$ cat src/inc/isv_pkg.sv
/*
 * Constants shared by the interrupt source and vectoring block: register map,
 * reset values, source table with vector numbers and priority bit selects.
 * Assumes a 32-bit APB with byte addresses and one register per aligned word.
 */
package isv_pkg;

    // Register byte offsets
    localparam logic [7:0] OFF_SYSTEM_CONTROL_REG = 8'h00;
    localparam logic [7:0] OFF_PIN_SENSE_CONTROL = 8'h04;
    localparam logic [7:0] OFF_PIN_REQUEST_ENABLE = 8'h08;
    localparam logic [7:0] OFF_PIN_REQUEST_FLAGS = 8'h0C;
    localparam logic [7:0] OFF_PRIORITY_REG_A = 8'h10;
    localparam logic [7:0] OFF_PRIORITY_REG_B = 8'h14;
    localparam logic [7:0] OFF_VECTOR_STATUS = 8'h18;

    // Field positions in the system control register
    localparam int SYS_NMI_EDGE_SELECT_BIT = 0;
    localparam int SYS_USER_MASK_SELECT_BIT = 1;

    // Values after reset and hardware standby
    localparam logic [7:0] SYSTEM_CONTROL_RESET = 8'h02;
    localparam logic [7:0] PLAIN_REG_RESET = 8'h00;

    // Source counts
    localparam int PIN_COUNT = 5;
    localparam int INTERNAL_COUNT = 21;
    localparam int SOURCE_COUNT = 27;
    localparam int SYNC_WIDTH = 6;

    localparam logic [5:0] NMI_VECTOR = 6'h07;

    // Vector number of each source, index 0 is the non-maskable request
    localparam logic [5:0] SRC_VEC [SOURCE_COUNT] = '{
        6'h07, 6'h0C, 6'h0D, 6'h0E, 6'h0F, 6'h10, 6'h14,
        6'h18, 6'h19, 6'h1A, 6'h1C, 6'h1D, 6'h1E, 6'h20, 6'h21, 6'h22,
        6'h24, 6'h25, 6'h26, 6'h28, 6'h29, 6'h2A,
        6'h34, 6'h35, 6'h36, 6'h37, 6'h3C};

    // Priority bit per source: bit 3 selects register B, bits 2:0 the bit
    localparam logic [3:0] SRC_PBIT [SOURCE_COUNT] = '{
        4'h0, 4'h7, 4'h6, 4'h5, 4'h5, 4'h4, 4'h3,
        4'h2, 4'h2, 4'h2, 4'h1, 4'h1, 4'h1, 4'h0, 4'h0, 4'h0,
        4'hF, 4'hF, 4'hF, 4'hE, 4'hE, 4'hE,
        4'hB, 4'hB, 4'hB, 4'hB, 4'h9};

endpackage

$ cat src/inc/isv_pin_if.sv
/*
 * Carrier for the filtered pin levels between the synchroniser and the core.
 * Assumes both ends run on the same system clock.
 */
`timescale 1ns/1ps
interface isv_pin_if;
    logic [isv_pkg::SYNC_WIDTH-1:0] level; // Bit 0 non-maskable pin, 5:1 request pins

    modport sync (output level);
    modport core (input level);
endinterface

$ cat src/design/isv_pin_sync.sv
/*
 * Three-stage synchroniser for the interrupt pins with agreement filter.
 * Assumes the pins are asynchronous to CLOCK; one clock, async active-low reset.
 */
`timescale 1ns/1ps
module isv_pin_sync (
    input wire logic clock,
    input wire logic reset_n,
    input wire logic [isv_pkg::SYNC_WIDTH-1:0] pins,
    isv_pin_if.sync out
);
    typedef struct packed {
        logic [isv_pkg::SYNC_WIDTH-1:0] s1;
        logic [isv_pkg::SYNC_WIDTH-1:0] s2;
        logic [isv_pkg::SYNC_WIDTH-1:0] s3;
        logic [isv_pkg::SYNC_WIDTH-1:0] level;
    } isv_sync_t;

    isv_sync_t s_q;
    isv_sync_t s_d;

    // A change counts only once stages two and three agree; stage one feeds stage two only
    always_comb begin
        s_d = s_q;
        s_d.s1 = pins;
        s_d.s2 = s_q.s1;
        s_d.s3 = s_q.s2;
        for (int i = 0; i < isv_pkg::SYNC_WIDTH; i++) begin
            if (s_q.s2[i] == s_q.s3[i]) begin
                s_d.level[i] = s_q.s3[i];
            end
        end
    end

    // Pins idle high, so reset to high avoids a false falling edge at release
    always_ff @(posedge clock or negedge reset_n) begin
        if (!reset_n) begin
            s_q <= '1;
        end else begin
            s_q <= s_d;
        end
    end

    assign out.level = s_q.level;
endmodule

$ cat src/design/isv_core.sv
/*
 * Interrupt source collection, sensing, prioritising and vectoring with an APB
 * register slave. Assumes one 100 MHz clock, pins synchronised here, internal
 * requests and core mask bits arriving from logic on the same clock.
 */
// Function
// Non-maskable request has top priority and ignores core and user masks.
// Non-maskable request is taken on rising or falling pin edge per edge select.
// Non-maskable request is delivered as vector number 7.
// Non-maskable and pin requests 0 to 2 wake from software standby; 3, 4 do not.
// Each request pin senses low level or falling edge, chosen per pin.
// A pin request reaches prioritisation only when its enable bit is set.
// Each pin request is recorded in a flag; software may clear it to 0.
// Pin requests 0 to 4 use vector numbers 12 to 16.
// Pin requests are sensed whatever the pin direction setting.
// Twenty-one internal requests count only when flagged and enabled.
// Within a level, the smaller vector number wins.
// Priority registers move every source except the non-maskable one.
// After reset all levels are low and default vector order applies.
// Vector address low 16 bits equal four times the vector number.
// Pins 0,1,4, watchdog, timers 0 to 2 map to priority A bits.
// Timers 3, 4, serial unit and converter map to priority B bits.
// Flag sets on low level or falling edge; clears by software or level ack.
// Pin requests 2 and 3 share one priority bit.
// Level-1 sources win over level-0 sources pending together.
// With core mask set, user mask decides if level-1 requests pass.
// Losers stay pending; one winning vector is presented each cycle.
`timescale 1ns/1ps
module isv_core (
    input wire logic CLOCK,
    input wire logic RESET_N,
    input wire logic HW_STANDBY,
    input wire logic PSEL,
    input wire logic PENABLE,
    input wire logic PWRITE,
    input wire logic [7:0] PADDR,
    input wire logic [31:0] PWDATA,
    output logic [31:0] PRDATA,
    output logic PREADY,
    output logic PSLVERR,
    input wire logic NMI_PIN,
    input wire logic [4:0] IRQ_PIN_N,
    input wire logic [20:0] INT_FLAG,
    input wire logic [20:0] INT_EN,
    input wire logic MASK_I,
    input wire logic USER_MASK_BIT,
    input wire logic EXC_ACK,
    output logic IRQ_REQ,
    output logic [5:0] VECTOR_NUM,
    output logic [15:0] VECTOR_ADDR,
    output logic STANDBY_WAKE
);
    typedef struct packed {
        logic [7:0] sysctl;
        logic [7:0] sense;
        logic [7:0] enable;
        logic [7:0] pra;
        logic [7:0] prb;
        logic [4:0] flags;
        logic [4:0] seen;
        logic nmi_pend;
        logic [5:0] prev;
        logic irq;
        logic [5:0] vec;
        logic [15:0] addr;
        logic wake;
        logic pready;
        logic pslverr;
        logic [31:0] prdata;
    } isv_state_t;

    isv_state_t s_q;
    isv_state_t s_d;

    isv_pin_if pin_bus ();

    // Pin levels cross into the clock domain here; direction bits are never looked at
    isv_pin_sync u_sync (
        .clock(CLOCK),
        .reset_n(RESET_N),
        .pins({IRQ_PIN_N, NMI_PIN}),
        .out(pin_bus)
    );

    // Constant state after reset or hardware standby: low levels, default order
    function automatic isv_state_t reset_state();
        isv_state_t r;
        r = '0;
        r.sysctl = isv_pkg::SYSTEM_CONTROL_RESET;
        r.sense = isv_pkg::PLAIN_REG_RESET;
        r.enable = isv_pkg::PLAIN_REG_RESET;
        r.pra = isv_pkg::PLAIN_REG_RESET;
        r.prb = isv_pkg::PLAIN_REG_RESET;
        r.prev = '1;
        return r;
    endfunction

    // Priority level of a source from its register and bit select
    function automatic logic src_level(input int idx, input logic [7:0] pra,
                                       input logic [7:0] prb);
        logic [3:0] sel;
        sel = isv_pkg::SRC_PBIT[idx];
        if (idx == 0) begin
            return 1'b0;
        end
        return sel[3] ? prb[sel[2:0]] : pra[sel[2:0]];
    endfunction

    // Lowest index set in a mask; index order is vector order
    function automatic logic [4:0] pick_first(input logic [isv_pkg::SOURCE_COUNT-1:0] m);
        logic [4:0] idx;
        idx = '0;
        for (int i = isv_pkg::SOURCE_COUNT - 1; i >= 0; i--) begin
            if (m[i]) begin
                idx = 5'(i);
            end
        end
        return idx;
    endfunction

    logic [5:0] lvl_now;
    logic [isv_pkg::SOURCE_COUNT-1:0] req;
    logic [isv_pkg::SOURCE_COUNT-1:0] lvl;
    logic [isv_pkg::SOURCE_COUNT-1:0] acc;
    logic [isv_pkg::SOURCE_COUNT-1:0] hi;
    logic [4:0] win;
    logic [4:0] flag_set;
    logic [4:0] ack_clr;
    logic [4:0] sw_clr;
    logic nmi_edge;
    logic apb_setup;
    logic apb_access;
    logic wr_flags;
    logic rd_flags;
    logic ack_nmi;
    logic ue;

    assign lvl_now = pin_bus.level;
    assign ue = s_q.sysctl[isv_pkg::SYS_USER_MASK_SELECT_BIT];

    // Selected edge of the filtered non-maskable pin
    assign nmi_edge = s_q.sysctl[isv_pkg::SYS_NMI_EDGE_SELECT_BIT]
        ? (!s_q.prev[0] && lvl_now[0])
        : (s_q.prev[0] && !lvl_now[0]);

    // APB phases; the answer is ready in the first access cycle
    assign apb_setup = PSEL && !PENABLE;
    assign apb_access = PSEL && PENABLE && s_q.pready;
    assign wr_flags = apb_access && PWRITE && (PADDR == isv_pkg::OFF_PIN_REQUEST_FLAGS);
    assign rd_flags = apb_access && !PWRITE && (PADDR == isv_pkg::OFF_PIN_REQUEST_FLAGS);
    assign ack_nmi = EXC_ACK && s_q.irq && (s_q.vec == isv_pkg::NMI_VECTOR);

    // Per-pin set and clear terms
    generate
        for (genvar p = 0; p < isv_pkg::PIN_COUNT; p++) begin : g_pin
            assign flag_set[p] = s_q.sense[p]
                ? (s_q.prev[p+1] && !lvl_now[p+1])
                : !lvl_now[p+1];
            assign ack_clr[p] = EXC_ACK && s_q.irq && (s_q.vec == isv_pkg::SRC_VEC[p+1])
                && !s_q.sense[p] && lvl_now[p+1];
            assign sw_clr[p] = wr_flags && !PWDATA[p] && s_q.seen[p];
        end
    endgenerate

    // Request vector: pending non-maskable, enabled pin flags and enabled internal requests
    always_comb begin
        req = '0;
        req[0] = s_q.nmi_pend;
        req[5:1] = s_q.flags & s_q.enable[4:0];
        req[26:6] = INT_FLAG & INT_EN;
    end

    // Masking by core mask, user mask select and user mask bit
    generate
        for (genvar i = 0; i < isv_pkg::SOURCE_COUNT; i++) begin : g_src
            assign lvl[i] = src_level(i, s_q.pra, s_q.prb);
            if (i == 0) begin : g_nmi
                assign acc[i] = req[i];
            end else begin : g_mask
                assign acc[i] = req[i]
                    && (!MASK_I || (!ue && !USER_MASK_BIT && lvl[i]));
            end
        end
    endgenerate

    assign hi = acc & lvl;

    // Non-maskable first, then level 1, then level 0
    assign win = acc[0] ? 5'h00 : (|hi ? pick_first(hi) : pick_first(acc));

    // Next-state logic for registers, flags, arbitration and the bus answer
    always_comb begin
        s_d = s_q;
        s_d.prev = lvl_now;
        s_d.nmi_pend = nmi_edge || (s_q.nmi_pend && !ack_nmi);
        // Set wins over any clear in the same cycle
        s_d.flags = flag_set | (s_q.flags & ~sw_clr & ~ack_clr);
        s_d.seen = (rd_flags ? (s_q.seen | s_q.prdata[4:0]) : s_q.seen) & s_d.flags;
        // One winner per cycle; the rest stay in req until they win
        s_d.irq = |acc;
        s_d.vec = isv_pkg::SRC_VEC[win];
        s_d.addr = {8'h00, isv_pkg::SRC_VEC[win], 2'b00};
        // Wake sources are the non-maskable and the first three pins only
        s_d.wake = s_q.nmi_pend || |(s_q.flags[2:0] & s_q.enable[2:0]);
        s_d.pready = apb_setup;
        if (apb_setup) begin
            s_d.pslverr = 1'b0;
            s_d.prdata = '0;
            case (PADDR)
                isv_pkg::OFF_SYSTEM_CONTROL_REG: begin
                    s_d.prdata[7:0] = s_q.sysctl;
                end
                isv_pkg::OFF_PIN_SENSE_CONTROL: begin
                    s_d.prdata[7:0] = s_q.sense;
                end
                isv_pkg::OFF_PIN_REQUEST_ENABLE: begin
                    s_d.prdata[7:0] = s_q.enable;
                end
                isv_pkg::OFF_PIN_REQUEST_FLAGS: begin
                    s_d.prdata[4:0] = s_q.flags; // Upper bits read as zero
                end
                isv_pkg::OFF_PRIORITY_REG_A: begin
                    s_d.prdata[7:0] = s_q.pra;
                end
                isv_pkg::OFF_PRIORITY_REG_B: begin
                    s_d.prdata[7:0] = s_q.prb;
                end
                isv_pkg::OFF_VECTOR_STATUS: begin
                    s_d.prdata[15:0] = {s_q.nmi_pend, s_q.flags, s_q.vec, 3'h0, s_q.irq};
                end
                default: begin
                    s_d.pslverr = 1'b1; // Unmapped address
                end
            endcase
        end
        // Writes land only on the access edge; the flag register only clears
        if (apb_access && PWRITE && !s_q.pslverr) begin
            case (PADDR)
                isv_pkg::OFF_SYSTEM_CONTROL_REG: begin
                    s_d.sysctl = PWDATA[7:0];
                end
                isv_pkg::OFF_PIN_SENSE_CONTROL: begin
                    s_d.sense = PWDATA[7:0];
                end
                isv_pkg::OFF_PIN_REQUEST_ENABLE: begin
                    s_d.enable = PWDATA[7:0];
                end
                isv_pkg::OFF_PRIORITY_REG_A: begin
                    s_d.pra = PWDATA[7:0];
                end
                isv_pkg::OFF_PRIORITY_REG_B: begin
                    s_d.prb = PWDATA[7:0];
                end
                default: begin
                end
            endcase
        end
        if (HW_STANDBY) begin
            s_d = reset_state();
            // The synchroniser is not cleared, so take the live levels: no false edge after standby
            s_d.prev = lvl_now;
        end
    end

    // State register
    always_ff @(posedge CLOCK or negedge RESET_N) begin
        if (!RESET_N) begin
            s_q <= reset_state();
        end else begin
            s_q <= s_d;
        end
    end

    // Every output straight from the state register
    assign PRDATA = s_q.prdata;
    assign PREADY = s_q.pready;
    assign PSLVERR = s_q.pslverr;
    assign IRQ_REQ = s_q.irq;
    assign VECTOR_NUM = s_q.vec;
    assign VECTOR_ADDR = s_q.addr;
    assign STANDBY_WAKE = s_q.wake;

    logic [4:0] hi_first;
    assign hi_first = pick_first(hi);
endmodule

$ cat config.mk
export PLATFORM = sky130hd
export DESIGN_NAME = isv_core
export DESIGN_NICKNAME = d
export VERILOG_FILES = /design/src/inc/isv_pkg.sv /design/src/inc/isv_pin_if.sv /design/src/design/isv_pin_sync.sv /design/src/design/isv_core.sv
export SDC_FILE = /design/constraint.sdc
export NUM_CORES = 1
export LEC_CHECK = 0
export ABC_AREA = 1
export BUFFER_PORTS_ARGS = -buffer_cell sky130_fd_sc_hd__buf_2
export CORE_MARGIN = 2
export CORE_UTILIZATION = 58
export CTS_CLUSTER_SIZE = 24
export DETAILED_ROUTE_END_ITERATION = 12
export PLACE_DENSITY = 0.86
export SKIP_CTS_REPAIR_TIMING = 1
export SLEW_MARGIN = 20
export SYNTH_ARGS = -nofsm -noshare
export SYNTH_HDL_FRONTEND = slang
export SYNTH_SLANG_ARGS = --single-unit
$ cat constraint.sdc
create_clock -name CLOCK -period 5.2 [get_ports CLOCK]
set_input_delay 0 -clock CLOCK [delete_from_list [all_inputs] [get_ports CLOCK]]
set_output_delay 0 -clock CLOCK [all_outputs]
set_load 0.03 [all_outputs]
==> impl_metrics.py <==
metrics = {
    "run_status": {
        "run_status": "complete, no violations",
    },
    "final_layout": {
        "layout-drive-gt1-share_pct": 20.32,
        "num_antenna_cells": 0,
        "mostFrequentLayoutCell": "sky130_fd_sc_hd__nand2_1",
        "layoutNonFillerInstCount": 1017,
        "syn_to_final_growth_pct": 9.870,
        "most-common-layout-cells": "199 x sky130_fd_sc_hd__nand2_1, 103 x sky130_fd_sc_hd__buf_2, 94 x sky130_fd_sc_hd__inv_1",
        "number_of_nets_at_the_end_of_the_flow": 978,
    },
    "critical_path": {
        "crit_fanout": 10,
        "timing.critical_path.from_type": "register",
        "critical-path-slowest-cell": "sky130_fd_sc_hd__dfstp_2",
        "worstSetupPathType": "reg -> reg",
        "timing.critical_path.slowest_cell_delay_ns": 0.40,
        "cp-end-kind": "register",
        "required_time_worst_endpoint_ns": 5.43,
        "path_common_cell": "sky130_fd_sc_hd__nand2_1",
        "cp.arrival_ns": 3.63,
    },
    "yosys": {
        "synth-edff-count": 0,
        "syn-mean-instance-area_um2": 7.673,
        "async_reset_ff_share_pct": 100.0,
        "post_synth_inst_count": 793,
        "yosys_most_used_dff": "sky130_fd_sc_hd__dfrtp_1",
        "seq_area_frac_synth_pct": 44.64,
        "synthesis.yosys.warnings": 0,
        "syn-cell-area_um2": 6085,
        "yosys_register_bits": 107,
        "synthDistinctLibCells": 51,
    },
    "sta": {
        "setup_viol_count_final": 0,
        "min_period_over_period_pct": 65.39,
        "hold_viol": 0,
        "final.setup_skew_ns": 0.007559,
        "finalCriticalPeriod_ns": 3.400,
        "timing.fmax_ghz": 0.2941,
        "setup_total_negative_slack_ns": 0,
        "report.final.slew_viol_count": 0,
        "slew-limit-headroom_pct": 25.44,
        "tightestPinTransition_ns": 1.118,
        "rsz0062_at_grt": "false",
    },
    "grt": {
        "gr-usage-met2_pct": 41.44,
        "gr_met1_demand_resource_pct": 36.98,
        "global_route.usage.total_pct": 26.75,
        "globalRouteOverflowTotal": 0,
        "antenna_violations_before_repair": 0,
        "grt_use_met3_pct": 6.193,
        "grt_first_pass_wirelength_um": 23720,
        "grt_start_max_net_pins": 58,
        "first_global_vias": 4949,
        "grt-busiest-layer": "met2",
    },
    "place": {
        "dp_cells": 992,
        "place_congestion": 0.9538,
        "detailed_place_hpwl_um": 11590,
        "place.port_buffers": 104,
    },
    "die": {
        "standard_cell_rows": 37,
        "dieArea_um2": 11330,
        "total_core_area_um2": 10280,
        "die_width_um": 106.4,
        "pin_count": 155,
        "initial_core_util_pct": 59.20,
        "die-height_um": 106.4,
    },
    "job": {
        "maxcap_violations": 0,
    },
    "clocking": {
        "tritoncts": "built",
        "clock_tree.root_cell": "sky130_fd_sc_hd__clkbuf_8",
        "clk_pin_slew_worst_paths_ns": 0.10,
        "clock_insertion_delay_worst_skew_ns": 0.37,
        "cts-buffers-inserted": 9,
        "cts.path.max_buffers": 2,
        "total_number_of_clock_tree_sinks": 107,
        "htree_levels": 3,
    },
    "routing": {
        "routed_wl_um": 15000,
        "first_pass_iters": 6,
        "vias_per_cell": 5.371,
        "routed-via-count": 5462,
        "route.detailed.wl_per_inst_um": 14.75,
        "route.detailed.drc": 0,
        "route.antenna.remaining_nets": 0,
        "dr_iter_0_viols": 569,
    },
    "min_path": {
        "min_path_type": "in -> reg",
    },
    "pwr": {
        "report.power.total_uw": 1974,
        "p_leak_uw": 0.003366,
        "max-vdd-ir-drop_v": 0.0002501,
        "power.density_nw_per_um2": 295.2,
    },
}
-- cells by family (layout without fill, tap and decap cells) --
kind of cell	after synthesis	in the layout	share of synthesized area (%)
AO/OA/AOI/OAI	153	153	14.87
other	1	26	0.06163
adder cells (fa/ha/maj)	11	11	2.015
multiplexers	2	2	0.3701
buffers and inverters	167	230	13.96
flip-flops	107	107	44.64
AND/OR/NAND/NOR	352	352	24.08
-- worst paths after layout --
| check | from | to | slack, ns | depth (start not counted) |
|---|---|---|---|---|
| worst max-delay path | s_q[108] | VECTOR_ADDR[3] | 1.80 | 32 |
| worst min-delay path | PWDATA[5] | s_q[80] | 0.009 | 3 |
| worst max register to register | s_q[108] | VECTOR_ADDR[3] | 1.80 | 32 |
| worst min register to register | u_sync.s_d[13] | u_sync.s_d[7] | 0.36 | 0 |
| max in group asynchronous | RESET_N | s_q[92] | 3.87 | 3 |
| min in group asynchronous | RESET_N | s_q[70] | 0.18 | 2 |
-- cell usage after synthesis, types with 2 or more instances --
cell,instances,area [um^2]
sky130_fd_sc_hd__a211oi_1,2,15.01
sky130_fd_sc_hd__a21oi_1,31,155.2
sky130_fd_sc_hd__a21oi_2,6,52.55
sky130_fd_sc_hd__a221oi_1,3,26.28
sky130_fd_sc_hd__a31oi_1,7,43.79
sky130_fd_sc_hd__and2_1,3,18.77
sky130_fd_sc_hd__buf_1,2,7.510
sky130_fd_sc_hd__buf_4,54,405.4
sky130_fd_sc_hd__clkbuf_1,9,33.78
sky130_fd_sc_hd__dfrtp_1,76,1902
sky130_fd_sc_hd__dfstp_2,31,814.5
sky130_fd_sc_hd__ha_1,5,62.56
sky130_fd_sc_hd__inv_1,94,352.8
sky130_fd_sc_hd__inv_2,4,15.01
sky130_fd_sc_hd__maj3_1,6,60.06
sky130_fd_sc_hd__mux2_2,2,22.52
sky130_fd_sc_hd__nand2_1,199,747.0
sky130_fd_sc_hd__nand2_2,4,25.02
sky130_fd_sc_hd__nand3_1,41,205.2
sky130_fd_sc_hd__nand3_2,2,20.02
sky130_fd_sc_hd__nand4_1,7,43.79
sky130_fd_sc_hd__nor2_1,78,292.8
sky130_fd_sc_hd__nor3_1,9,45.04
sky130_fd_sc_hd__nor4_1,4,25.02
sky130_fd_sc_hd__o2111ai_1,2,17.52
sky130_fd_sc_hd__o21a_1,3,22.52
sky130_fd_sc_hd__o21ai_0,66,330.3
sky130_fd_sc_hd__o21ai_1,2,10.01
sky130_fd_sc_hd__o21ai_2,2,17.52
sky130_fd_sc_hd__o22ai_1,9,56.30
sky130_fd_sc_hd__o31ai_1,10,75.07
-- report_power, final --
part	leakage (uW)	internal [uW]	switching, uW
Sequential	0.00133	908	66.6
Clock	0.0000912	180	283
Combinational	0.00194	162	376
-- per-stage QoR --
stage / util (%) / area [um^2] / setup WS (ns) / hold WS (ns)
global placement: 62.34 / 6407 / 1.894 / 0.05463
floorplan: - / 6178 / 2.284 / -0.2956
detailed placement: 62.34 / 6407 / 1.871 / 0.05482
CTS: 64.06 / 6584 / 1.844 / -0.3439
global route: 65.05 / 6685 / 1.338 / 0.02717
finish: 65.05 / 6685 / 1.800 / 0.009087
-- flip-flops by register name, summed over array words and instances, names as in the netlist --
signal / flops
s_q: 44
STANDBY_WAKE: 1
PSLVERR: 1
lvl: 12
u_sync.s_d: 12
acc: 1
PRDATA: 16
u_sync.out.level: 6
IRQ_REQ: 1
VECTOR_ADDR: 6
PREADY: 1
u_sync.s_q: 6
-- worst max-delay path: cells and delay by family, from the launching register on --
family	cells	cell delay, ns
buffers and inverters	1	0.05
AOI/OAI and AO/OA	2	0.45
DFF	1	0.40
adders and majority gates	1	0.22
and+or+nand+nor	28	2.17
-- area by class of cell --
| type | instances | area (um^2) |
|---|---|---|
| Tap cell | 136 | 170.2 |
| Clock inverter | 6 | 48.80 |
| Fill cell | 925 | 3592 |
| Timing Repair Buffer | 114 | 620.6 |
| Multi-Input combinational cell | 544 | 2624 |
| Clock buffer | 10 | 127.6 |
| Inverter | 100 | 377.9 |
| Sequential cell | 107 | 2716 |
-- routing by layer --
layer,part of all wire (%),vias to the layer above
met3,9.2,45
li1,-,2677
met5,0,-
met2,46,256
met1,43,2484
met4,2.7,0
(Power assumes the default switching activity.)
